<file path="src/include/iocnpr_pkg.sv">
package iocnpr_pkg;

  // Port geometry.
  localparam int unsigned pin_count     = 16;
  localparam int unsigned cn_count      = 21;
  localparam int unsigned cn_low_count  = 16;
  localparam int unsigned cn_high_count = 5;
  localparam int unsigned sel_width     = 5;
  localparam int unsigned in_sel_count  = 19;
  localparam int unsigned out_idx_width = 4;

  // Bits built on this variant; the others are dead and read as zero in direction, latch, open drain and pin view.
  localparam logic [15:0] impl_mask      = 16'h7fff;
  // Pins that share an analog input channel.
  localparam logic [15:0] analog_capable = 16'h003f;

  // Reset values.
  localparam logic [15:0] dir_reset     = impl_mask;
  localparam logic [15:0] latch_reset   = 16'h0000;
  localparam logic [15:0] odc_reset     = 16'h0000;
  localparam logic [15:0] anacfg_reset  = 16'h0000;
  localparam logic [15:0] cn_low_reset  = 16'h0000;
  localparam logic [4:0]  cn_high_reset = 5'h00;
  localparam logic [4:0]  in_sel_reset  = 5'h1f;
  localparam logic [4:0]  out_sel_reset = 5'h00;

  // Output selector codes.
  localparam logic [4:0] code_null      = 5'h00;
  localparam logic [4:0] code_uart_tx   = 5'h03;
  localparam logic [4:0] code_uart_rts  = 5'h04;
  localparam logic [4:0] code_spi_data  = 5'h07;
  localparam logic [4:0] code_spi_clock = 5'h08;
  localparam logic [4:0] code_spi_sel   = 5'h09;
  localparam logic [4:0] code_cmp_one   = 5'h12;
  localparam logic [4:0] code_cmp_two   = 5'h13;
  localparam logic [4:0] code_quad_dir  = 5'h1a;

  // Route lock sequence on the low byte of the oscillator control register.
  localparam logic [7:0] unlock_key_one = 8'h46;
  localparam logic [7:0] unlock_key_two = 8'h57;
  localparam int unsigned lock_bit_pos  = 6;

  typedef enum logic [1:0] {
    unlock_idle,
    unlock_armed,
    unlock_open
  } iocnpr_unlock_type;

endpackage

</file>
<file path="src/hw/iocnpr_top.sv">
// How it works
// - A peripheral actively driving a shared pin disables the port driver; pin still readable.
// - A pin driven by its own port output never feeds a routed peripheral input.
// - Direction bit one means input, zero means output; all implemented bits reset to input.
// - Latch reads latch, pin view reads pins, writes to either update latch.
// - Unimplemented bits read zero in latch, direction and pin view, and never drive.
// - Open-drain select makes a pin drive low only, floating when high.
// - Analog configuration resets to zero so analog-capable pins start analog.
// - Pins in analog mode read low in the pin view.
// - Any enabled change-notify input change raises an interrupt request.
// - Twenty-one change-notify inputs each have an enable bit over two registers.
// - Each change-notify pin has a weak pull-up enable over two registers.
// - Routing covers sixteen remappable pins numbered zero to fifteen.
// - Each routed peripheral input has a 5-bit selector naming its pin.
// - Input routing does not override direction; software sets the pin to input.
// - Nineteen input selectors exist for interrupts, timers, captures, faults, quadrature, serial, SPI.
// - Each remappable pin has a 5-bit output selector choosing its peripheral.
// - Output code zero leaves the pin under default port logic.
// - Codes 00011, 00100, 00111 route serial transmit, request-to-send, SPI data.
// - Codes 01000 and 01001 route SPI clock and SPI select outputs.
// - Codes 10010, 10011 route compares one and two; 11010 quadrature direction.
// - Selector writes are ignored while locked; lock changes only after 0x46 then 0x57.
// - Shadow copies watch all selectors; any mismatch raises a configuration mismatch reset.
// - With single-session lock set, the lock cannot be cleared once set until reset.
// - Input selectors reset to all ones; 11111 ties the peripheral input low.
module iocnpr_top (
  input  wire logic        mclk,
  input  wire logic        reset,
  input  wire logic        dir_wr,
  input  wire logic [15:0] dir_wdata,
  input  wire logic        latch_wr,
  input  wire logic [15:0] latch_wdata,
  input  wire logic        view_wr,
  input  wire logic [15:0] view_wdata,
  input  wire logic        odc_wr,
  input  wire logic [15:0] odc_wdata,
  input  wire logic        anacfg_wr,
  input  wire logic [15:0] anacfg_wdata,
  input  wire logic        cnen_low_wr,
  input  wire logic [15:0] cnen_low_wdata,
  input  wire logic        cnen_high_wr,
  input  wire logic [4:0]  cnen_high_wdata,
  input  wire logic        pu_low_wr,
  input  wire logic [15:0] pu_low_wdata,
  input  wire logic        pu_high_wr,
  input  wire logic [4:0]  pu_high_wdata,
  input  wire logic        osc_low_wr,
  input  wire logic [7:0]  osc_low_wdata,
  input  wire logic        single_session_lock,
  input  wire logic        in_sel_wr,
  input  wire logic [4:0]  in_sel_idx,
  input  wire logic [4:0]  in_sel_wdata,
  input  wire logic        out_sel_wr,
  input  wire logic [3:0]  out_sel_idx,
  input  wire logic [4:0]  out_sel_wdata,
  input  wire logic [15:0] pin_in,
  input  wire logic [20:0] change_notify_pin_in,
  input  wire logic [15:0] periph_drive_en,
  input  wire logic [15:0] periph_drive_data,
  input  wire logic        serial_transmit_out,
  input  wire logic        serial_request_to_send_out,
  input  wire logic        spi_data_out,
  input  wire logic        spi_clock_out,
  input  wire logic        spi_select_out,
  input  wire logic        compare_one_out,
  input  wire logic        compare_two_out,
  input  wire logic        quadrature_direction_status,
  output logic      [15:0] pin_direction_bits,
  output logic      [15:0] output_latch,
  output logic      [15:0] pin_level_view,
  output logic      [15:0] open_drain_select,
  output logic      [15:0] analog_pin_config,
  output logic      [15:0] change_irq_enable_low,
  output logic      [4:0]  change_irq_enable_high,
  output logic      [15:0] weak_pullup_enable_low,
  output logic      [4:0]  weak_pullup_enable_high,
  output logic             route_lock_bit,
  output logic      [15:0] pin_out,
  output logic      [15:0] pin_oe_n,
  output logic      [18:0] routed_in,
  output logic             change_notify_irq,
  output logic             config_mismatch_reset
);

  // Control registers.
  logic [15:0] dir_q;
  logic [15:0] latch_q;
  logic [15:0] odc_q;
  logic [15:0] anacfg_q;
  logic [15:0] cnen_low_q;
  logic [4:0]  cnen_high_q;
  logic [15:0] pu_low_q;
  logic [4:0]  pu_high_q;
  logic        lock_q;
  logic        lock_set_once_q;
  iocnpr_pkg::iocnpr_unlock_type unlock_q;
  iocnpr_pkg::iocnpr_unlock_type unlock_d;

  // Routing selectors and their shadows.
  logic [4:0] in_sel_q   [iocnpr_pkg::in_sel_count];
  logic [4:0] in_shad_q  [iocnpr_pkg::in_sel_count];
  logic [4:0] out_sel_q  [iocnpr_pkg::pin_count];
  logic [4:0] out_shad_q [iocnpr_pkg::pin_count];

  // Synchronisers.
  logic [15:0] pin_meta_q;
  logic [15:0] pin_sync_q;
  logic [20:0] cn_meta_q;
  logic [20:0] cn_sync_q;
  logic [20:0] cn_prev_q;

  // Decode and datapath wires.
  logic [15:0] port_drive;
  logic [15:0] pin_out_d;
  logic [15:0] pin_oe_n_d;
  logic [15:0] view_d;
  logic [15:0] analog_active;
  logic [18:0] routed_d;
  logic [15:0] remap_owned;
  logic [15:0] remap_data;
  logic [18:0] in_mismatch;
  logic [15:0] out_mismatch;
  logic [20:0] cn_enable_all;
  logic [20:0] cn_change;
  logic        sel_wr_allowed;
  logic        in_wr_hit;
  logic        lock_wr_now;
  logic        lock_new;
  logic        lock_d;

  // Locked selector writes appear to complete but leave the contents alone.
  assign sel_wr_allowed = !lock_q;
  assign in_wr_hit      = in_sel_wr && sel_wr_allowed
                          && (in_sel_idx < 5'(iocnpr_pkg::in_sel_count));

  // The first write after the two keys, the third of the sequence, is the only one that may move the lock.
  assign lock_wr_now = osc_low_wr && (unlock_q == iocnpr_pkg::unlock_open);
  assign lock_new    = osc_low_wdata[iocnpr_pkg::lock_bit_pos];
  assign lock_d      = (lock_wr_now && !(single_session_lock && lock_set_once_q && !lock_new))
                       ? lock_new : lock_q;

  always_comb begin
    unlock_d = unlock_q;
    if (osc_low_wr) begin
      unique case (unlock_q)
        iocnpr_pkg::unlock_idle: begin
          unlock_d = (osc_low_wdata == iocnpr_pkg::unlock_key_one)
                     ? iocnpr_pkg::unlock_armed : iocnpr_pkg::unlock_idle;
        end
        iocnpr_pkg::unlock_armed: begin
          unlock_d = (osc_low_wdata == iocnpr_pkg::unlock_key_two)
                     ? iocnpr_pkg::unlock_open : iocnpr_pkg::unlock_idle;
        end
        iocnpr_pkg::unlock_open: begin
          unlock_d = iocnpr_pkg::unlock_idle;
        end
      endcase
    end
  end

  always_ff @(posedge mclk or posedge reset) begin
    if (reset) begin
      unlock_q        <= iocnpr_pkg::unlock_idle;
      lock_q          <= 1'b0;
      lock_set_once_q <= 1'b0;
    end else begin
      unlock_q        <= unlock_d;
      lock_q          <= lock_d;
      lock_set_once_q <= lock_set_once_q | lock_d;
    end
  end

  // Port registers; dead bits of direction, latch and open drain are masked on the way in so they read zero.
  always_ff @(posedge mclk or posedge reset) begin
    if (reset) begin
      dir_q       <= iocnpr_pkg::dir_reset;
      latch_q     <= iocnpr_pkg::latch_reset;
      odc_q       <= iocnpr_pkg::odc_reset;
      anacfg_q    <= iocnpr_pkg::anacfg_reset;
      cnen_low_q  <= iocnpr_pkg::cn_low_reset;
      cnen_high_q <= iocnpr_pkg::cn_high_reset;
      pu_low_q    <= iocnpr_pkg::cn_low_reset;
      pu_high_q   <= iocnpr_pkg::cn_high_reset;
    end else begin
      if (dir_wr) begin
        dir_q <= dir_wdata & iocnpr_pkg::impl_mask;
      end
      if (latch_wr) begin
        latch_q <= latch_wdata & iocnpr_pkg::impl_mask;
      end else if (view_wr) begin
        latch_q <= view_wdata & iocnpr_pkg::impl_mask;
      end
      if (odc_wr) begin
        odc_q <= odc_wdata & iocnpr_pkg::impl_mask;
      end
      if (anacfg_wr) begin
        anacfg_q <= anacfg_wdata;
      end
      if (cnen_low_wr) begin
        cnen_low_q <= cnen_low_wdata;
      end
      if (cnen_high_wr) begin
        cnen_high_q <= cnen_high_wdata;
      end
      if (pu_low_wr) begin
        pu_low_q <= pu_low_wdata;
      end
      if (pu_high_wr) begin
        pu_high_q <= pu_high_wdata;
      end
    end
  end

  // Selectors and shadows are written together by the same legal write only.
  // Anything that disturbs one copy alone shows up as a mismatch.
  genvar gi;
  generate
    for (gi = 0; gi < iocnpr_pkg::in_sel_count; gi++) begin : g_in_sel
      always_ff @(posedge mclk or posedge reset) begin
        if (reset) begin
          in_sel_q[gi]  <= iocnpr_pkg::in_sel_reset;
          in_shad_q[gi] <= iocnpr_pkg::in_sel_reset;
        end else if (in_wr_hit && (in_sel_idx == 5'(gi))) begin
          in_sel_q[gi]  <= in_sel_wdata;
          in_shad_q[gi] <= in_sel_wdata;
        end
      end
      assign in_mismatch[gi] = (in_sel_q[gi] != in_shad_q[gi]);
      // Codes 16 and above, including all ones, tie the input low.
      assign routed_d[gi] = (in_sel_q[gi][4] == 1'b0)
                            && pin_sync_q[in_sel_q[gi][3:0]]
                            && !port_drive[in_sel_q[gi][3:0]];
    end

    for (gi = 0; gi < iocnpr_pkg::pin_count; gi++) begin : g_pin
      always_ff @(posedge mclk or posedge reset) begin
        if (reset) begin
          out_sel_q[gi]  <= iocnpr_pkg::out_sel_reset;
          out_shad_q[gi] <= iocnpr_pkg::out_sel_reset;
        end else if (out_sel_wr && sel_wr_allowed && (out_sel_idx == 4'(gi))) begin
          out_sel_q[gi]  <= out_sel_wdata;
          out_shad_q[gi] <= out_sel_wdata;
        end
      end
      assign out_mismatch[gi] = (out_sel_q[gi] != out_shad_q[gi]);

      // Peripheral output chosen by this pin's code; unknown codes own nothing.
      always_comb begin
        remap_owned[gi] = 1'b1;
        unique case (out_sel_q[gi])
          iocnpr_pkg::code_uart_tx:   remap_data[gi] = serial_transmit_out;
          iocnpr_pkg::code_uart_rts:  remap_data[gi] = serial_request_to_send_out;
          iocnpr_pkg::code_spi_data:  remap_data[gi] = spi_data_out;
          iocnpr_pkg::code_spi_clock: remap_data[gi] = spi_clock_out;
          iocnpr_pkg::code_spi_sel:   remap_data[gi] = spi_select_out;
          iocnpr_pkg::code_cmp_one:   remap_data[gi] = compare_one_out;
          iocnpr_pkg::code_cmp_two:   remap_data[gi] = compare_two_out;
          iocnpr_pkg::code_quad_dir:  remap_data[gi] = quadrature_direction_status;
          default: begin
            remap_owned[gi] = 1'b0;
            remap_data[gi]  = 1'b0;
          end
        endcase
      end

      // The port only drives when no peripheral holds the pin and the direction bit says output.
      assign port_drive[gi] = iocnpr_pkg::impl_mask[gi] && !remap_owned[gi]
                              && !periph_drive_en[gi] && !dir_q[gi];

      // Open drain trades a high drive for letting an external pull-up set the level.
      always_comb begin
        pin_out_d[gi]  = 1'b0;
        pin_oe_n_d[gi] = 1'b1;
        if (!iocnpr_pkg::impl_mask[gi]) begin
          pin_oe_n_d[gi] = 1'b1;
        end else if (remap_owned[gi]) begin
          pin_out_d[gi]  = remap_data[gi] & !odc_q[gi];
          pin_oe_n_d[gi] = odc_q[gi] & remap_data[gi];
        end else if (periph_drive_en[gi]) begin
          pin_out_d[gi]  = periph_drive_data[gi] & !odc_q[gi];
          pin_oe_n_d[gi] = odc_q[gi] & periph_drive_data[gi];
        end else if (port_drive[gi]) begin
          pin_out_d[gi]  = latch_q[gi] & !odc_q[gi];
          pin_oe_n_d[gi] = odc_q[gi] & latch_q[gi];
        end
      end
    end
  endgenerate

  // Analog-capable pins stay analog until their configuration bit is set.
  assign analog_active = iocnpr_pkg::analog_capable & ~anacfg_q;
  assign view_d        = pin_sync_q & iocnpr_pkg::impl_mask & ~analog_active;

  // Change notification compares synchronised samples one cycle apart.
  // This logic needs mclk; wake from Sleep relies on the system keeping it running here.
  assign cn_enable_all = {cnen_high_q, cnen_low_q};
  assign cn_change     = (cn_sync_q ^ cn_prev_q) & cn_enable_all;

  always_ff @(posedge mclk or posedge reset) begin
    if (reset) begin
      pin_meta_q <= 16'h0000;
      pin_sync_q <= 16'h0000;
      cn_meta_q  <= 21'h000000;
      cn_sync_q  <= 21'h000000;
      cn_prev_q  <= 21'h000000;
    end else begin
      pin_meta_q <= pin_in;
      pin_sync_q <= pin_meta_q;
      cn_meta_q  <= change_notify_pin_in;
      cn_sync_q  <= cn_meta_q;
      cn_prev_q  <= cn_sync_q;
    end
  end

  // Every output comes from a flop so the pins see no decode glitches.
  always_ff @(posedge mclk or posedge reset) begin
    if (reset) begin
      pin_out               <= 16'h0000;
      pin_oe_n              <= 16'hffff;
      pin_level_view        <= 16'h0000;
      routed_in             <= 19'h00000;
      change_notify_irq     <= 1'b0;
      config_mismatch_reset <= 1'b0;
    end else begin
      pin_out               <= pin_out_d;
      pin_oe_n              <= pin_oe_n_d;
      pin_level_view        <= view_d;
      routed_in             <= routed_d;
      change_notify_irq     <= |cn_change;
      config_mismatch_reset <= (|in_mismatch) | (|out_mismatch);
    end
  end

  assign pin_direction_bits      = dir_q;
  assign output_latch            = latch_q;
  assign open_drain_select       = odc_q;
  assign analog_pin_config       = anacfg_q;
  assign change_irq_enable_low   = cnen_low_q;
  assign change_irq_enable_high  = cnen_high_q;
  assign weak_pullup_enable_low  = pu_low_q;
  assign weak_pullup_enable_high = pu_high_q;
  assign route_lock_bit          = lock_q;

endmodule

</file>
<file path="config.mk">
export PLATFORM = sky130hd
export DESIGN_NAME = iocnpr_top
export DESIGN_NICKNAME = d
export VERILOG_FILES = /design/src/include/iocnpr_pkg.sv /design/src/hw/iocnpr_top.sv
export SDC_FILE = /design/constraint.sdc
export NUM_CORES = 1
export LEC_CHECK = 0
export ABC_AREA = 1
export BUFFER_PORTS_ARGS = -buffer_cell sky130_fd_sc_hd__buf_2
export CORE_ASPECT_RATIO = 0.6
export CORE_UTILIZATION = 44
export CTS_CLUSTER_SIZE = 30
export DETAILED_ROUTE_END_ITERATION = 16
export PLACE_DENSITY = 0.65
export SLEW_MARGIN = 15
export SYNTH_ARGS = -nofsm -noshare
export SYNTH_HDL_FRONTEND = slang
export SYNTH_SLANG_ARGS = --single-unit
</file>
<file path="constraint.sdc">
create_clock -name mclk -period 32.1 [get_ports mclk]
set_input_delay 1.605 -clock mclk [delete_from_list [all_inputs] [get_ports mclk]]
set_output_delay 1.605 -clock mclk [all_outputs]
set_load 0.02 [all_outputs]
</file>
==> impl_metrics.tcl <==
set metrics [dict create \
    hp-class "flop to flop" \
    setup_tns_ns 0 \
    finalPower_mw 1.85 \
    ys_ff_latch 437 \
    tritoncts "built" \
    gp_congestion 0.971 \
    critPathLaunchType "input pin" \
    yosysWarnings 0 \
    ctsRootBufferMaster "clkbuf_16" \
    synth-edff-count 0 \
    antenna_cells 0 \
    period_share_pct 10.5 \
    criticalPathCategory "input pin to async pin" \
    relSlewSlack_pct 14.7 \
    crit_arrival_ns 3.97 \
    num-fill-cells 5192 \
    yosysTopAreaCell "dfrtp_1" \
    rrSetupSlack_ns 29.07 \
    cts_resized 0 \
    ys.flop_type "dfrtp_1" \
    setup_ws_ns 28.73 \
    port_buffers 403 \
    holdPathStages 0 \
    power.density_nw_per_um2 66.1 \
    dp_hpwl_um 59000 \
    synth_common_cells "863 x nand2_1, 360 x nor2_1, 346 x o21ai_0, 312 x dfrtp_1, 282 x inv_1" \
    synth_seq_area_share_pct 46.2 \
    drtIter0Drc 3000 \
    ctsHoldBuffers 0 \
    antenna_found_initial 1 \
    critPathCaptureType "async pin" \
    cts_buffer_depth 3 \
    core_um2 53200 \
    nNetsFinal 3776 \
    vias 24000 \
    cts_made_buffers 43 \
    vias_per_cell 5.62 \
    chipWidth_um 304 \
    die_h_um 183 \
    synthMuxAreaShare_pct 2.67 \
    finalNonFillerCells 4271 \
    worstHoldStart "cn_meta_q[11]" \
    whs_ns 0.344 \
    cts_setup_buffers 0 \
    hold_violations 0 \
    maxSlewViolCount 0 \
    status "completed" \
    place_inst 4191 \
    rsz0062_at_grt "no" \
    finalCriticalPeriod_ns 3.37 \
    start_util_pct 45.1 \
    synth_top_area_share_pct 32.5 \
    clock-sinks 437 \
    netlist_area_um2 24000 \
    synth_top_family_by_area "simple AND/OR/NAND/NOR gates" \
    core.rowCount 65 \
    synthToLayoutAreaGrowth_pct 16.9 \
    worst_pin_slew_ns 1.28 \
    antenna_left 0 \
    synth_area_per_cell_um2 7.53 \
    synthAdderAreaFrac_pct 0.104 \
    synth-simple-area-share_pct 28.5 \
    clock_latency_ns 0.61 \
    hold_end "cn_sync_q[11]" \
    synth_xor_area_share_pct 0.219 \
    grt_pass1_vias 22100 \
    drv_cap 0 \
    required_ns 32.70 \
    r2r_end "routed_in[15]" \
    async_flop_share_pct 100 \
    synth-compound-area-share_pct 14.8 \
    grt-ovfl-total 0 \
    cp_max_fo 92 \
    wire_per_inst_um 20.4 \
    io_pins 417 \
    yosys.cell_count.top_type "nand2_1" \
    routed_wl_um 87300 \
    fmax_mhz 297 \
    grt_use_total_pct 31.1 \
    synth_cell_types 48 \
    synthTopCellsByArea "dfrtp_1 33%, dfstp_2 14%, nand2_1 13%, o21ai_0 7.2%, nor2_1 5.6%" \
    post_route_cells_drive_above_1_share_pct 20.7 \
    finClkSkew_ns 0.0281 \
    setup_violations 0 \
    grt_pass1_wl_um 132000 \
    timing.rr.start "out_shad_q[41]" \
    ir_worst_vdd_v 0.0000449 \
    grt_max_degree 93 \
    drc 0 \
    pre_cts_ws_ns 28.04 \
    reg2reg_depth 12 \
    synthCells 3188 \
    die_area_um2 55500 \
    clkTransAtPathRegs_ns 0.06 \
    cellLeakagePower_nw 13.4 \
    first_pass_iters 9 \
    ctsHtreeMaxLevel 2 \
]
-- state kept, by name, indices dropped and copies added (netlist names) --
| signal | count |
|---|---|
| pin_out | 15 |
| change_irq_enable_high | 5 |
| unlock_q | 2 |
| in_shad_q | 95 |
| cn_sync_q | 21 |
| routed_in | 19 |
| route_lock_bit | 1 |
| analog_pin_config | 16 |
| weak_pullup_enable_low | 16 |
| pin_oe_n | 15 |
| out_shad_q | 75 |
| pin_direction_bits | 15 |
| pin_meta_q | 16 |
| output_latch | 15 |
| cn_prev_q | 21 |
| change_notify_irq | 1 |
| change_irq_enable_low | 16 |
| pin_level_view | 15 |
| cn_meta_q | 21 |
| lock_set_once_q | 1 |
| weak_pullup_enable_high | 5 |
| open_drain_select | 15 |
| pin_sync_q | 16 |
-- cell usage in the layout (no fill, tap or decap), types with 4 or more instances in the layout --
| cell type | instances |
|---|---|
| nor2_2 | 21 |
| inv_1 | 281 |
| nand2_1 | 863 |
| inv_6 | 4 |
| o221ai_1 | 12 |
| conb_1 | 7 |
| a211oi_1 | 5 |
| o21ai_0 | 346 |
| o21ai_1 | 9 |
| a31oi_1 | 5 |
| xnor2_1 | 5 |
| dfrtp_1 | 312 |
| bufinv_16 | 7 |
| mux2_2 | 57 |
| clkinv_1 | 10 |
| nor4_1 | 5 |
| clkbuf_1 | 5 |
| buf_2 | 403 |
| a21oi_1 | 136 |
| o22ai_1 | 13 |
| dfstp_2 | 125 |
| nand4_1 | 123 |
| clkinv_2 | 5 |
| nor2_1 | 358 |
| clkbuf_16 | 44 |
| inv_2 | 14 |
| o31ai_1 | 6 |
| o2111ai_1 | 69 |
| clkinvlp_4 | 6 |
| nand3_1 | 189 |
| o211ai_1 | 20 |
| nand3b_1 | 5 |
| nor3_1 | 33 |
| nor2_4 | 4 |
| buf_4 | 30 |
| clkbuf_8 | 6 |
-- area by class of cell --
cell class	count	area [µm²]	share of cell area [%]
Sequential cell	437	11100	39.5
Clock buffer	55	1200	4.28
Inverter	306	1160	4.12
Tap cell	703	880	3.13
Clock inverter	25	352	1.25
Timing Repair Buffer	433	2240	7.99
Multi-Input combinational cell	2312	11100	39.7
-- cell families (layout without fill, tap and decap cells) --
logic type                 after synthesis  count (layout)
and+or+nand+nor                       1614            1614
adders and majority gates                2               2
DFF                                    437             437
muxes                                   57              57
buffers and inverters                  444             819
other                                    2               7
AOI/OAI and AO/OA                      626             626
xor gates and xnor gates                 6               6
-- worst max-delay path by stage --
stage	from	to	slack (ns)	cells after the start
after floorplan	reset	analog_pin_config[0]	18.53	1
after global placement	reset	pin_sync_q[14]	28.06	4
after detailed placement	reset	pin_sync_q[14]	28.04	4
after CTS	reset	routed_in[2]	28.67	4
after global routing	reset	open_drain_select[11]	28.34	4
final	reset	routed_in[2]	28.73	4
-- per-stage QoR --
step	utilization (%)	cell area, µm²
after floorplan	-	24000
after global placement	49.9	26500
after detailed placement	49.9	26500
after CTS	52.8	28100
after global routing	52.8	28100
final	52.8	28100
-- per-layer routing --
layer | global-route usage (%) | routed length, µm | up-vias
li1 | - | - | 11300
met1 | 46.0 | 39200 | 11100
met2 | 43.7 | 35100 | 1377
met3 | 8.85 | 10400 | 189
met4 | 9.00 | 2460 | 4
met5 | 0.882 | 66 | -
-- critical path, stage by stage --
cell and delay (ns):
buf_2 0.13, inv_8 0.43, buf_4 0.79, buf_4 0.79
-- where the power goes --
group	switching, mW	leakage (nW)	internal (mW)
clock network	0.237	0.746	0.325
registers	0.0929	5.09	0.655
logic	0.371	7.60	0.173
Note: power is estimated with default switching activity, not from simulation.
